**src/rtl/spl_pkg.sv**
```systemverilog
// Package: register map, field positions, reset values and states of the serial port block
package spl_pkg;
  // ==========================================================
  // Register indices (byte offsets on the plain register port)
  localparam logic [2:0] SPL_ADDR_CTRL1 = 3'h0;
  localparam logic [2:0] SPL_ADDR_CTRL2 = 3'h1;
  localparam logic [2:0] SPL_ADDR_STAT1 = 3'h2;
  localparam logic [2:0] SPL_ADDR_STAT2 = 3'h3;
  localparam logic [2:0] SPL_ADDR_DATAH = 3'h4;
  localparam logic [2:0] SPL_ADDR_DATAL = 3'h5;
  localparam logic [2:0] SPL_ADDR_BAUD = 3'h6;
  // ==========================================================
  // control_register_1 fields
  localparam int SPL_C1_LOOP = 7;
  localparam int SPL_C1_WAITH = 6;
  localparam int SPL_C1_RECEIVER_SOURCE_SELECT = 5;
  localparam int SPL_C1_NINE = 4;
  // control_register_2 fields
  localparam int SPL_C2_TIE = 7;
  localparam int SPL_C2_TX_COMPLETE_IRQ_ENABLE = 6;
  localparam int SPL_C2_RIE = 5;
  localparam int SPL_C2_LINE_QUIET_IRQ_ENABLE = 4;
  localparam int SPL_C2_TE = 3;
  localparam int SPL_C2_RE = 2;
  // status_register_1 fields
  localparam int SPL_S1_TDE = 7;
  localparam int SPL_S1_TCF = 6;
  localparam int SPL_S1_RDF = 5;
  localparam int SPL_S1_IDL = 4;
  localparam int SPL_S1_OVR = 3;
  // status_register_2 field
  localparam int SPL_S2_DIR = 1;
  // ==========================================================
  // Reset values and timing
  localparam logic [7:0] SPL_BAUD_RST = 8'h04;
  localparam logic [3:0] SPL_OVS_LAST = 4'hF;
  localparam logic [3:0] SPL_OVS_MID = 4'h7;
  localparam logic [3:0] SPL_IDLE_8 = 4'hA;
  localparam logic [3:0] SPL_IDLE_9 = 4'hB;
  localparam logic [3:0] SPL_BITS_8 = 4'h9;
  localparam logic [3:0] SPL_BITS_9 = 4'hA;
  typedef enum logic [1:0] {
    SPL_TX_IDLE = 2'b00,
    SPL_TX_SHIFT = 2'b01
  } spl_tx_t;
endpackage

```
**src/rtl/spl_rate.sv**
```systemverilog
// Baud divider producing a one-cycle tick at sixteen times the bit rate
`timescale 1ns/100ps
module spl_rate
  import spl_pkg::*;
#(
  parameter int W = 8
) (
  input wire logic clk,
  input wire logic rst_b,
  input wire logic run,
  input wire logic [W-1:0] div,
  output logic tick
);
  logic [W-1:0] cnt_r;
  // ==========================================================
  // Counter freezes while run is low, so frames resume in place
  always_ff @(posedge clk or negedge rst_b) begin
    if (!rst_b) begin
      cnt_r <= '0;
      tick <= 1'b0;
    end else if (!run) begin
      tick <= 1'b0;
    end else if (cnt_r >= div) begin
      cnt_r <= '0;
      tick <= 1'b1;
    end else begin
      cnt_r <= cnt_r + 1'b1;
      tick <= 1'b0;
    end
  end
endmodule

```
**src/rtl/spl_top.sv**
```systemverilog
// Serial port: loop-back and single-wire routing, low-power freeze, five-source interrupt
//
// Overview of operation
// - Loop select high cuts the external receive pin off the receiver.
// - Loop plus source select feeds receiver from the transmit pin (its driver when direction bit is 1).
// - Loop with source select low routes transmitter output into receiver.
// - Single-wire: direction bit 0 makes the pin an input, 1 drives it.
// - Wait-halt clear: block keeps running in CPU wait.
// - Wait-halt set: clocks stop in wait, enable bits unchanged.
// - With wait-halt set, frames freeze at wait entry and resume on wakeup.
// - Reset during wait abandons transfers and restores reset state.
// - Stop mode freezes everything, keeps registers, resumes afterwards.
// - Reset during stop aborts transfers and resets the block.
// - Five enabled sources are ORed onto one active-high request.
// - Transmit-empty sets when the shifter takes a character.
// - Transmit-empty clears on status read then low data write.
// - Transmit-complete sets when empty and idle; pin idles high.
// - Complete clears on status read plus data write, or when data queued.
// - Receive-full sets on transfer; clears on status read then data read.
// - Overrun sets on a new frame before read; new frame dropped.
// - Overrun clears on status read then low data read.
// - Idle sets after 10 ones (8-bit) or 11 ones (9-bit).
// - After idle clears, it rearms only once receive-full has set.
// - Idle clears on status read then low data read.
`timescale 1ns/100ps
module spl_top
  import spl_pkg::*;
(
  input wire logic clk,
  input wire logic rst_b,
  input wire logic [2:0] reg_addr,
  input wire logic [7:0] reg_wdata,
  input wire logic reg_wr,
  input wire logic reg_rd,
  output logic [7:0] reg_rdata,
  input wire logic cpu_wait,
  input wire logic cpu_stop,
  input wire logic rx_pin,
  input wire logic tx_pin_in,
  output logic tx_pin_out,
  output logic tx_pin_oe,
  output logic irq
);
  // ==========================================================
  // Registers
  logic [7:0] ctrl1_r;
  logic [7:0] ctrl2_r;
  logic [7:0] baud_r;
  logic dir_r;
  logic [8:0] tdata_r;
  logic [8:0] rdata_r;
  logic tde_r, tcf_r, rdf_r, idl_r, ovr_r;
  logic armed_tx_r, armed_rx_r, idle_arm_r;
  logic tx_pend_r;
  logic tick;
  logic run;
  logic loop_sel, nine;
  logic tx_bit;
  logic rx_in;
  logic tx_load, rx_done;
  logic wr_dl, rd_dl, rd_s1;

  assign loop_sel = ctrl1_r[SPL_C1_LOOP];
  assign nine = ctrl1_r[SPL_C1_NINE];
  assign wr_dl = reg_wr && (reg_addr == SPL_ADDR_DATAL);
  assign rd_dl = reg_rd && (reg_addr == SPL_ADDR_DATAL);
  assign rd_s1 = reg_rd && (reg_addr == SPL_ADDR_STAT1);

  // Stop always freezes; wait freezes only with wait-halt set
  assign run = !cpu_stop && !(cpu_wait && ctrl1_r[SPL_C1_WAITH]);

  // ==========================================================
  // Receive routing
  always_comb begin
    if (!loop_sel) begin
      rx_in = rx_pin;
    end else if (ctrl1_r[SPL_C1_RECEIVER_SOURCE_SELECT]) begin
      rx_in = dir_r ? tx_pin_out : tx_pin_in;
    end else begin
      rx_in = tx_bit;
    end
  end

  spl_rate #(.W(8)) u_rate (
    .clk(clk),
    .rst_b(rst_b),
    .run(run),
    .div(baud_r),
    .tick(tick)
  );

  // ==========================================================
  // Register writes; enables untouched by low-power modes
  always_ff @(posedge clk or negedge rst_b) begin
    if (!rst_b) begin
      ctrl1_r <= 8'h00;
      ctrl2_r <= 8'h00;
      baud_r <= SPL_BAUD_RST;
      dir_r <= 1'b0;
      tdata_r <= 9'h000;
    end else if (reg_wr) begin
      if (reg_addr == SPL_ADDR_CTRL1) begin
        ctrl1_r <= reg_wdata;
      end else if (reg_addr == SPL_ADDR_CTRL2) begin
        ctrl2_r <= reg_wdata;
      end else if (reg_addr == SPL_ADDR_STAT2) begin
        dir_r <= reg_wdata[SPL_S2_DIR];
      end else if (reg_addr == SPL_ADDR_DATAH) begin
        tdata_r[8] <= reg_wdata[0];
      end else if (reg_addr == SPL_ADDR_DATAL) begin
        tdata_r[7:0] <= reg_wdata;
      end else if (reg_addr == SPL_ADDR_BAUD) begin
        baud_r <= reg_wdata;
      end
    end
  end

  // ==========================================================
  // Transmitter
  spl_tx_t tx_st_r;
  logic [3:0] tx_ovs_r;
  logic [3:0] tx_cnt_r;
  logic [10:0] tx_sh_r;
  assign tx_bit = (tx_st_r == SPL_TX_SHIFT) ? tx_sh_r[0] : 1'b1;
  assign tx_load = run && tick && (tx_st_r == SPL_TX_IDLE) && tx_pend_r
                   && ctrl2_r[SPL_C2_TE];

  always_ff @(posedge clk or negedge rst_b) begin
    if (!rst_b) begin
      tx_st_r <= SPL_TX_IDLE;
      tx_ovs_r <= 4'h0;
      tx_cnt_r <= 4'h0;
      tx_sh_r <= 11'h7FF;
    end else if (tx_load) begin
      tx_st_r <= SPL_TX_SHIFT;
      tx_ovs_r <= 4'h0;
      tx_cnt_r <= 4'h0;
      // Eight-bit frames put the stop bit where the ninth data bit would go
      tx_sh_r <= {1'b1, tdata_r[8] | !nine, tdata_r[7:0], 1'b0};
    end else if (run && tick && tx_st_r == SPL_TX_SHIFT) begin
      tx_ovs_r <= tx_ovs_r + 1'b1;
      if (tx_ovs_r == SPL_OVS_LAST) begin
        tx_sh_r <= {1'b1, tx_sh_r[10:1]};
        tx_cnt_r <= tx_cnt_r + 1'b1;
        if (tx_cnt_r == (nine ? SPL_BITS_9 : SPL_BITS_8)) begin
          tx_st_r <= SPL_TX_IDLE;
        end
      end
    end
  end

  always_ff @(posedge clk or negedge rst_b) begin
    if (!rst_b) begin
      tx_pin_out <= 1'b1;
      tx_pin_oe <= 1'b1;
    end else begin
      tx_pin_out <= tx_bit;
      tx_pin_oe <= !(loop_sel && ctrl1_r[SPL_C1_RECEIVER_SOURCE_SELECT]) || dir_r;
    end
  end

  // ==========================================================
  // Receiver: centre sampling, no noise filter here
  logic rx_busy_r;
  logic [3:0] rx_ovs_r, rx_cnt_r, ones_r;
  logic [9:0] rx_sh_r;
  always_ff @(posedge clk or negedge rst_b) begin
    if (!rst_b) begin
      rx_busy_r <= 1'b0;
      rx_ovs_r <= 4'h0;
      rx_cnt_r <= 4'h0;
      rx_sh_r <= 10'h000;
      rx_done <= 1'b0;
    end else begin
      rx_done <= 1'b0;
      if (run && tick && ctrl2_r[SPL_C2_RE]) begin
        if (!rx_busy_r) begin
          if (!rx_in) begin
            rx_busy_r <= 1'b1;
            rx_ovs_r <= 4'h0;
            rx_cnt_r <= 4'h0;
          end
        end else begin
          rx_ovs_r <= rx_ovs_r + 1'b1;
          if (rx_ovs_r == SPL_OVS_MID) begin
            rx_sh_r <= {rx_in, rx_sh_r[9:1]};
            rx_cnt_r <= rx_cnt_r + 1'b1;
            if (rx_cnt_r == (nine ? SPL_BITS_9 : SPL_BITS_8)) begin
              rx_busy_r <= 1'b0;
              rx_done <= 1'b1;
            end
          end
        end
      end
    end
  end

  // Idle count of ones, one per bit time
  logic [3:0] bt_r;
  always_ff @(posedge clk or negedge rst_b) begin
    if (!rst_b) begin
      ones_r <= 4'h0;
      bt_r <= 4'h0;
    end else if (run && tick) begin
      bt_r <= bt_r + 1'b1;
      if (!rx_in) begin
        ones_r <= 4'h0;
        bt_r <= 4'h0;
      end else if (bt_r == SPL_OVS_LAST && ones_r != SPL_IDLE_9) begin
        ones_r <= ones_r + 1'b1;
      end
    end
  end

  // ==========================================================
  // Flags; a hardware set wins over a software clear
  logic idle_hit;
  assign idle_hit = (ones_r >= (nine ? SPL_IDLE_9 : SPL_IDLE_8));

  always_ff @(posedge clk or negedge rst_b) begin
    if (!rst_b) begin
      armed_tx_r <= 1'b0;
      armed_rx_r <= 1'b0;
    end else begin
      if (rd_s1) begin
        armed_tx_r <= tde_r || tcf_r;
        armed_rx_r <= rdf_r || ovr_r || idl_r;
      end else if (wr_dl) begin
        armed_tx_r <= 1'b0;
      end else if (rd_dl) begin
        armed_rx_r <= 1'b0;
      end
    end
  end

  always_ff @(posedge clk or negedge rst_b) begin
    if (!rst_b) begin
      tde_r <= 1'b1;
      tx_pend_r <= 1'b0;
      tcf_r <= 1'b1;
    end else begin
      if (tx_load) begin
        tde_r <= 1'b1;
        tx_pend_r <= 1'b0;
      end else if (wr_dl && armed_tx_r) begin
        tde_r <= 1'b0;
        tx_pend_r <= 1'b1;
      end
      if (tde_r && !tx_pend_r && tx_st_r == SPL_TX_IDLE) begin
        tcf_r <= 1'b1;
      end else if ((wr_dl && armed_tx_r) || tx_pend_r) begin
        tcf_r <= 1'b0;
      end
    end
  end

  always_ff @(posedge clk or negedge rst_b) begin
    if (!rst_b) begin
      rdf_r <= 1'b0;
      ovr_r <= 1'b0;
      idl_r <= 1'b0;
      idle_arm_r <= 1'b0;
      rdata_r <= 9'h000;
    end else begin
      if (rx_done && !rdf_r) begin
        rdf_r <= 1'b1;
        idle_arm_r <= 1'b1;
        if (nine) begin
          rdata_r <= rx_sh_r[8:0];
        end else begin
          rdata_r <= {1'b0, rx_sh_r[8:1]};
        end
      end else if (rd_dl && armed_rx_r) begin
        rdf_r <= 1'b0;
      end
      if (rx_done && rdf_r) begin
        ovr_r <= 1'b1;
      end else if (rd_dl && armed_rx_r) begin
        ovr_r <= 1'b0;
      end
      if (idle_hit && idle_arm_r) begin
        idl_r <= 1'b1;
        idle_arm_r <= 1'b0;
      end else if (rd_dl && armed_rx_r) begin
        idl_r <= 1'b0;
      end
    end
  end

  // ==========================================================
  // Read port and interrupt
  always_ff @(posedge clk or negedge rst_b) begin
    if (!rst_b) begin
      reg_rdata <= 8'h00;
    end else if (reg_rd) begin
      if (reg_addr == SPL_ADDR_CTRL1) begin
        reg_rdata <= ctrl1_r;
      end else if (reg_addr == SPL_ADDR_CTRL2) begin
        reg_rdata <= ctrl2_r;
      end else if (reg_addr == SPL_ADDR_STAT1) begin
        reg_rdata <= {tde_r, tcf_r, rdf_r, idl_r, ovr_r, 3'h0};
      end else if (reg_addr == SPL_ADDR_STAT2) begin
        reg_rdata <= {6'h00, dir_r, rx_busy_r};
      end else if (reg_addr == SPL_ADDR_DATAH) begin
        reg_rdata <= {7'h00, rdata_r[8]};
      end else if (reg_addr == SPL_ADDR_DATAL) begin
        reg_rdata <= rdata_r[7:0];
      end else if (reg_addr == SPL_ADDR_BAUD) begin
        reg_rdata <= baud_r;
      end else begin
        reg_rdata <= 8'h00;
      end
    end else begin
      reg_rdata <= 8'h00;
    end
  end

  always_ff @(posedge clk or negedge rst_b) begin
    if (!rst_b) begin
      irq <= 1'b0;
    end else begin
      irq <= (tde_r && ctrl2_r[SPL_C2_TIE]) || (tcf_r && ctrl2_r[SPL_C2_TX_COMPLETE_IRQ_ENABLE])
             || ((rdf_r || ovr_r) && ctrl2_r[SPL_C2_RIE])
             || (idl_r && ctrl2_r[SPL_C2_LINE_QUIET_IRQ_ENABLE]);
    end
  end

  // ==========================================================
  // Assertions
  property p_loop_cut;
    @(posedge clk) disable iff (!rst_b) loop_sel && !ctrl1_r[SPL_C1_RECEIVER_SOURCE_SELECT] |-> rx_in == tx_bit;
  endproperty
  a_loop_cut: assert property (p_loop_cut) else $error("loop routing wrong");
  property p_freeze;
    @(posedge clk) disable iff (!rst_b) cpu_stop |=> $stable(tx_st_r) && $stable(tx_sh_r);
  endproperty
  a_freeze: assert property (p_freeze) else $error("frame moved in stop");
  property p_tde_set;
    @(posedge clk) disable iff (!rst_b) tx_load |=> tde_r;
  endproperty
  a_tde_set: assert property (p_tde_set) else $error("empty not set on load");
  property p_tde_clr;
    @(posedge clk) disable iff (!rst_b) tde_r && !armed_tx_r && !tx_load |=> tde_r;
  endproperty
  a_tde_clr: assert property (p_tde_clr) else $error("empty cleared unarmed");
  property p_ovr;
    @(posedge clk) disable iff (!rst_b) rx_done && rdf_r |=> ovr_r && $stable(rdata_r);
  endproperty
  a_ovr: assert property (p_ovr) else $error("overrun handling wrong");
  property p_irq;
    @(posedge clk) disable iff (!rst_b) rdf_r && ctrl2_r[SPL_C2_RIE] |=> irq;
  endproperty
  a_irq: assert property (p_irq) else $error("irq missing");
  property p_tx_idle;
    @(posedge clk) disable iff (!rst_b) tcf_r |-> tx_bit;
  endproperty
  a_tx_idle: assert property (p_tx_idle) else $error("pin not idle");
  property p_idle_arm;
    @(posedge clk) disable iff (!rst_b) !idl_r && !idle_arm_r |=> !idl_r;
  endproperty
  a_idle_arm: assert property (p_idle_arm) else $error("idle rose unarmed");
  c_load: cover property (@(posedge clk) tx_load);
  c_done: cover property (@(posedge clk) rx_done);
  c_ovr: cover property (@(posedge clk) rx_done && rdf_r);
endmodule

```
**config.mk**
```make
export PLATFORM = sky130hd
export DESIGN_NAME = spl_top
export DESIGN_NICKNAME = d
export VERILOG_FILES = /design/src/rtl/spl_pkg.sv /design/src/rtl/spl_rate.sv /design/src/rtl/spl_top.sv
export SDC_FILE = /design/constraint.sdc
export NUM_CORES = 1
export LEC_CHECK = 0
export ABC_AREA = 1
export BUFFER_PORTS_ARGS = -buffer_cell sky130_fd_sc_hd__buf_2
export CORE_UTILIZATION = 30
export CTS_CLUSTER_SIZE = 20
export DETAILED_ROUTE_END_ITERATION = 8
export PLACE_DENSITY = 0.46
export SLEW_MARGIN = 15
export SYNTH_ARGS = -nofsm -noshare
export SYNTH_HDL_FRONTEND = slang
export SYNTH_SLANG_ARGS = --single-unit
export TNS_END_PERCENT = 20
```
**constraint.sdc**
```tcl
create_clock -name clk -period 1.8 [get_ports clk]
set_clock_uncertainty 0.1 [all_clocks]
set_input_delay 0.09 -clock clk [delete_from_list [all_inputs] [get_ports clk]]
set_output_delay 0.09 -clock clk [all_outputs]
set_load 0.01 [all_outputs]
```
==> impl_metrics.yaml, run 1 <==
outcome:
  status: "complete, no violations"
power_and_ir_drop:
  leakagePower_nw: 3.39
  cellPowerDensity_mw_per_mm2: 1130
  ir_worst_vdd_v: 0.000595
setup_path:
  critPathKind: "flip-flop to flip-flop"
  slowest_delay_ps: 520
  r2r_slack_ps: 140
  r2r_start: "baud_r[2]"
  worstPathRequired_ps: 1990
  critPathBufInv: 3
  crit_start: "baud_r[2]"
  worstPathMaxFanout: 7
  path_delay_family: "flip-flops"
  path_cells: "inv_1, ha_1, nand2_1, inv_1, nand2_1, nand2_1, nand2_1, nand3_1, nand2_1, inv_2, nor2_1"
  end_kind: "flip-flop"
  path_common_cell: "nand2_1"
  rr_endpoint: "u_rate.cnt_r[1]"
  rr_worst_depth: 11
  cpMaxStageDelayCell: "dfstp_2"
  arrival_ps: 1850
  cp-start-kind: "flip-flop"
clock_tree:
  clock_path_buffers: 2
  cts_tree: "yes"
  clock-root-buffer: "clkbuf_16"
  cts_max_level: 4
  cts_buffers: 17
  clkLatencyLatePin_ps: 410
  numClockSinks: 119
  clkTransAtPathRegs_ps: 50
routing:
  drc: 0
  initialDrtViolationCount: 226
  num_vias: 4633
  wl_per_cell_um: 14.3
  ant_nets: 0
  avgViaCountPerCell: 4.55
  wirelength_um: 14600
  dr.pass1.iters: 4
min_path:
  min-delay-start: "reg_addr[1]"
  min_path_cells: 4
  min_to: "tdata_r[8]"
  min_path_type: "primary input to flip-flop"
floorplanning:
  start_util_pct: 30.9
  io_pins: 30
  fp.dieArea_mm2: 0.0199
  die_y_um: 141
  rows: 50
  core_mm2: 0.0188
  dieWidth_um: 141
cells_and_area:
  synthToLayoutAreaGrowth_pct: 20.0
  antenna_cells: 0
  layout_commonest_cell: "nand2_1"
  finish.net_count: 781
  final_util_pct: 37.0
  mostFrequentLayoutCells: "nand2_1 (185), dfrtp_1 (104), inv_1 (76), o21ai_0 (62), nor2_1 (44)"
  fillCellCount: 1951
  drive_gt1_share_pct: 15.0
global_routing:
  grt_overflow: 0
  antenna_found_initial: 0
  grt_pass1_wl_um: 23900
  grt_pass1_vias: 4506
  grt_max_degree: 49
  grt_use_total_pct: 15.9
yosys:
  post_synth.cell_area_avg_um2: 8.46
  yosysSeqAreaShare_pct: 51.6
  ys_types: 39
  synth_warnings: 0
  yosys_most_used_dff: "dfrtp_1"
  synth_edf_count: 0
  ys_seq_elements: 119
  synthCells: 687
  synth_fp_nets: 722
  synthArstFlopShare_pct: 100
  syn_area_mm2: 0.00581
sta:
  slew_headroom_pct: 62.6
  fin_crit_sh_pct: 92.0
  max_freq_ghz: 0.604
  hold_violations: 0
  finalSetupTns_ps: 0
  maxSlewViolCount: 0
  worst_pin_slew_ps: 559
  min_period_ps: 1660
  rsz0062_at_grt: "no"
  setup_violations: 0
run:
  cap_violations: 0
placed_design:
  io_buffers: 29
  finalWeightedCongestion: 0.822
  dp_hpwl_um: 10700
cells in the mapped netlist, types with 2 or more instances:
master	instances	area, um2
o21ai_0	62	310
nand3_1	32	160
nand2_4	3	33.8
inv_2	7	26.3
xor2_1	8	70.1
nor2_8	2	40.0
o21bai_1	2	15.0
nor2_2	2	12.5
buf_6	3	33.8
dfrtp_1	104	2600
nor2_1	45	169
nand2_2	3	18.8
nand2_1	185	694
o21ai_1	24	120
nand4_1	11	68.8
buf_2	5	25.0
or2_2	2	12.5
ha_1	16	200
inv_1	77	289
nand2_8	2	40.0
a21oi_1	41	205
a21o_1	2	15.0
clkbuf_1	5	18.8
dfstp_2	15	394
nor3_1	5	25.0
nand3_2	2	20.0
xnor2_1	3	26.3
o22ai_1	8	50.1
stage by stage:
stage	hold slack [ps]	cells	area, um2	setup slack, ps	power, mW
2_1_floorplan	-306	687	5810	231	4.36
3_3_place_gp	-11.1	977	6330	95.8	4.83
3_5_place_dp	-3.88	977	6330	69.4	4.87
4_1_cts	19.3	1019	6960	52.7	8.01
5_1_grt	39.8	1019	6970	8.92	8.37
6_report	19.1	1019	6970	144	7.90
area by class of cell:
class                           instances  area [um2]  area share [%]
Sequential cell                       119        3000            43.0
Clock inverter                          4        20.0           0.287
Multi-Input combinational cell        469        2400            34.5
Timing Repair Buffer                   54         385            5.53
Inverter                               85         322            4.61
Tap cell                              260         325            4.67
Clock buffer                           28         517            7.41
repair_timing:
action	CTS	global route
hold buffers	10	0
endpoints found under the hold margin	148	0
setup endpoints to repair	0	18
gates resized for setup	0	3
setup buffers	0	0
worst max-delay path by stage:
stage	end	slack, ps	cells past startpoint
6_report	u_rate.cnt_r[1]	140	11
5_1_grt	rx_ovs_r[0]	9	7
4_1_cts	u_rate.cnt_r[3]	50	11
3_5_place_dp	tx_sh_r[3]	70	9
3_3_place_gp	u_rate.cnt_r[2]	100	11
2_1_floorplan	u_rate.cnt_r[1]	230	11
per-layer routing:
metal  share of wire [%]  GRT usage, %  vias up  wire, um
li1                    -             -     2351         -
met2                  46          25.0       78      6750
met4                 1.6          6.75        0       231
met3                 4.5          3.53       15       657
met1                  48          21.0     2189      6930
met5                   0             0        -         0
worst reg2reg max path: cells and delay by family (launching register included):
kind          cells  cell delay, ps
fa+ha+maj         1             270
buf+inv           3             240
simple gates      7             420
flops             1             520
report_power, final:
group          internal, mW  switching, mW
registers              3.12          0.371
logic                 0.516          0.832
clock network          1.93           1.13
state kept, by name (all words and copies together) (netlist names), 4 cells and up:
name	cells
rx_ovs_r	4
tx_cnt_r	4
rx_cnt_r	4
tx_sh_r	10
ones_r	4
tdata_r	9
rdata_r	9
bt_r	4
u_rate.cnt_r	8
tx_ovs_r	4
rx_sh_r	10
ctrl2_r	8
ctrl1_r	8
reg_rdata	8
baud_r	8
kinds of logic after synthesis:
group | share of synthesized area, %
flops | 51.6
xor+xnor | 1.66
fa+ha+maj | 3.45
buf+inv | 7.09
simple gates | 22.7
mux | 0.172
compound gates | 13.3
Power figures use the tool's default switching activity.
==> inputs of run 2 (changes only) <==
- CORE_UTILIZATION: 30 -> 45
- CTS_BUF_LIST: not set -> sky130_fd_sc_hd__clkbuf_16
- PLACE_DENSITY: 0.46 -> 0.63
- SYNTH_HIERARCHICAL: not set -> 1
==> run 2 against run 1 <==
Worst setup slack worse by 20 ps; first-iteration DRC count is 26% higher; non-clock buffer count is 5 higher; highest routed layer unchanged; via count is 0.35% higher; largest cell class unchanged; sequential cell count stayed put; worst hold slack better by 22 ps; clock-buffer cell count is 11 lower; critical endpoint is now u_rate/cnt_r[3].
==> impl_metrics.yaml, run 2 <==
setup_path:
  cpMaxStageDelayCell: "dfstp_2"
  path_common_cell: "nand2_1"
  crit_start: "baud_r[2]"
  r2r_slack_ps: 120
  r2r_start: "baud_r[2]"
  worstPathRequired_ps: 2040
  critPathBufInv: 2
  slowest_delay_ps: 540
  arrival_ps: 1920
  critPathKind: "flip-flop to flip-flop"
  worstPathMaxFanout: 9
  rr_worst_depth: 9
  rr_endpoint: "u_rate/cnt_r[3]"
  cp-start-kind: "flip-flop"
  path_cells: "inv_1, ha_1, nand2_1, inv_2, nand2_1, nand2_1, nand2_1, nand3_4, a21oi_1"
  path_delay_family: "flip-flops"
  end_kind: "flip-flop"
yosys:
  yosys_most_used_dff: "dfrtp_1"
  synthArstFlopShare_pct: 100
  synthAdderAreaFrac_pct: 3.39
  synth.most_common_cell: "nand2_1"
  ys_seq_elements: 119
  yosysSeqAreaShare_pct: 50.7
  synth_warnings: 6
  synth.top_cell.area_share_pct: 44.0
  synth_compound_area_share_pct: 14.9
  synth_area_leaders: "dfrtp_1 (44%), nand2_1 (10%), dfstp_2 (6.7%)"
  synth.area.mux_share_pct: 0.169
  synth_top_cell_by_area: "dfrtp_1"
  ys_types: 46
  post_synth.cell_area_avg_um2: 8.77
  synthSimpleGateAreaFrac_pct: 21.3
  yosys-top-cells-count: "nand2_1 (161), dfrtp_1 (104), inv_1 (84)"
  synth_fp_nets: 709
  synth_top_family_by_area: "simple AND/OR/NAND/NOR gates"
  synth_edf_count: 0
  synthCells: 674
  synth_xor_area_share_pct: 1.78
  syn_area_mm2: 0.00591
placed_design:
  finalWeightedCongestion: 0.821
  dpl_cell_area_mm2: 0.00634
  dp_hpwl_um: 9760
  dp_cells: 878
  io_buffers: 29
routing:
  wl_per_cell_um: 14.6
  ant_nets: 0
  num_vias: 4649
  dr.pass1.iters: 5
  initialDrtViolationCount: 284
  avgViaCountPerCell: 5.04
  drc: 0
  wirelength_um: 13500
sta:
  worst_pin_slew_ps: 510
  maxSlewViolCount: 0
  min_period_ps: 1680
  max_freq_ghz: 0.597
  slew_headroom_pct: 65.9
  rsz0062_at_grt: "no"
  hold_violations: 0
  finalSetupTns_ps: 0
  fin_crit_sh_pct: 93.1
  setup_violations: 0
clock_tree:
  cts_buffers: 17
  cts_tree: "yes"
  cts_setup_buffers: 0
  clkTransAtPathRegs_ps: 50
  cts_resized: 0
  clock_path_buffers: 2
  cts_max_level: 4
  numClockSinks: 119
  clock-root-buffer: "clkbuf_16"
  clkLatencyLatePin_ps: 430
cells_and_area:
  top_regs: "rx_sh_r x10, tx_sh_r x10"
  mostFrequentLayoutCells: "nand2_1 (161), dfrtp_1 (104), inv_1 (88), o21ai_0 (58), a21oi_1 (39)"
  finish.net_count: 773
  layout_commonest_cell: "nand2_1"
  drive_gt1_share_pct: 19.6
  stdcell_count: 923
  synthToLayoutAreaGrowth_pct: 19.2
  final_area_mm2: 0.00704
  antenna_cells: 0
global_routing:
  antenna_found_initial: 0
  grt_use_total_pct: 22.5
  grt_pass1_wl_um: 22700
  grt_max_degree: 39
  grt_overflow: 0
  use_met2_pct: 34.8
  grt.busiest_layer: "met2"
  grt_use_met1_pct: 29.8
  grt_pass1_vias: 4590
  use_met3_pct: 5.66
power_and_ir_drop:
  leakagePower_nw: 3.52
  cellPowerDensity_mw_per_mm2: 1150
  ir_worst_vdd_v: 0.000747
min_path:
  min_path_type: "primary input to flip-flop"
  min-delay-start: "cpu_stop"
  min_path_cells: 5
  min_to: "u_rate/tick"
floorplanning:
  die_y_um: 117
  core_mm2: 0.0127
  rows: 41
  dieWidth_um: 117
  io_pins: 30
  fp.dieArea_mm2: 0.0136
  start_util_pct: 46.5
run:
  cap_violations: 0
outcome:
  status: "complete, no violations"
[run 2: changes by cell type in the layout (fill, tap and decap cells not counted), moves of 5 or more]
cell      change
nand2_1      -24
o21ai_2      +19
nor2_1       -13
inv_1        +12
clkbuf_1      -6
o21ai_1       -6
o22ai_1       -6
a31oi_1       +5
clkbuf_8      -5
[run 2: worst max path at each step]
stage | end | slack, ps | depth (start not counted)
finish | u_rate/cnt_r[3] | 120 | 9
global route | tx_cnt_r[0] | 8 | 8
CTS | tx_cnt_r[1] | 130 | 8
detailed placement | u_rate/cnt_r[3] | 140 | 9
global placement | tx_cnt_r[0] | 190 | 8
floorplan | u_rate/tick | 270 | 10
[run 2: metal layers]
metal,share of wire (%),vias to the layer above
met1,48,2200
met3,4.5,27
li1,-,2323
met4,2.6,0
met5,0,-
met2,45,99
[run 2: cell families after synthesis]
| family | Yosys count |
|---|---|
| and+or+nand+nor | 265 |
| AOI/OAI and AO/OA | 153 |
| DFF | 119 |
| buffers and inverters | 108 |
| adders and majority gates | 16 |
| xor gates and xnor gates | 12 |
| muxes | 1 |
[run 2: what timing repair did]
action,CTS,global route
endpoints found under the setup margin,0,0
endpoints found under the hold margin,147,0
hold buffers,13,0
[run 2: tightest hold or removal path: cells and delay by family]
kind / cells / cell delay [ps]
and+or+nand+nor: 2 / 140
buffers and inverters: 3 / 290
[run 2: area by class of cell]
| class | count | area, um2 |
|---|---|---|
| Clock buffer | 17 | 425 |
| Clock inverter | 15 | 148 |
| Fill cell | 1195 | 5680 |
| Inverter | 94 | 357 |
| Multi-Input combinational cell | 447 | 2460 |
| Sequential cell | 119 | 3000 |
| Tap cell | 172 | 215 |
| Timing Repair Buffer | 59 | 443 |
[run 2: power by group]
part | internal [mW] | switching [mW] | leakage [nW]
combinational | 0.516 | 0.805 | 1.71
clock | 2.13 | 1.20 | 0.292
sequential | 3.07 | 0.359 | 1.52
[run 2: per-stage QoR]
| step | total power, mW | hold WS (ps) | util (%) | setup WS [ps] |
|---|---|---|---|---|
| 4_1_cts | 8.13 | 24.8 | 55.4 | 128 |
| 3_5_place_dp | 4.75 | -4.15 | 49.8 | 142 |
| 5_1_grt | 8.47 | 65.8 | 55.4 | 8.05 |
| 3_3_place_gp | 4.69 | -7.37 | 49.8 | 194 |
| 6_report | 8.08 | 40.9 | 55.4 | 124 |
| 2_1_floorplan | 4.27 | -306 | - | 269 |
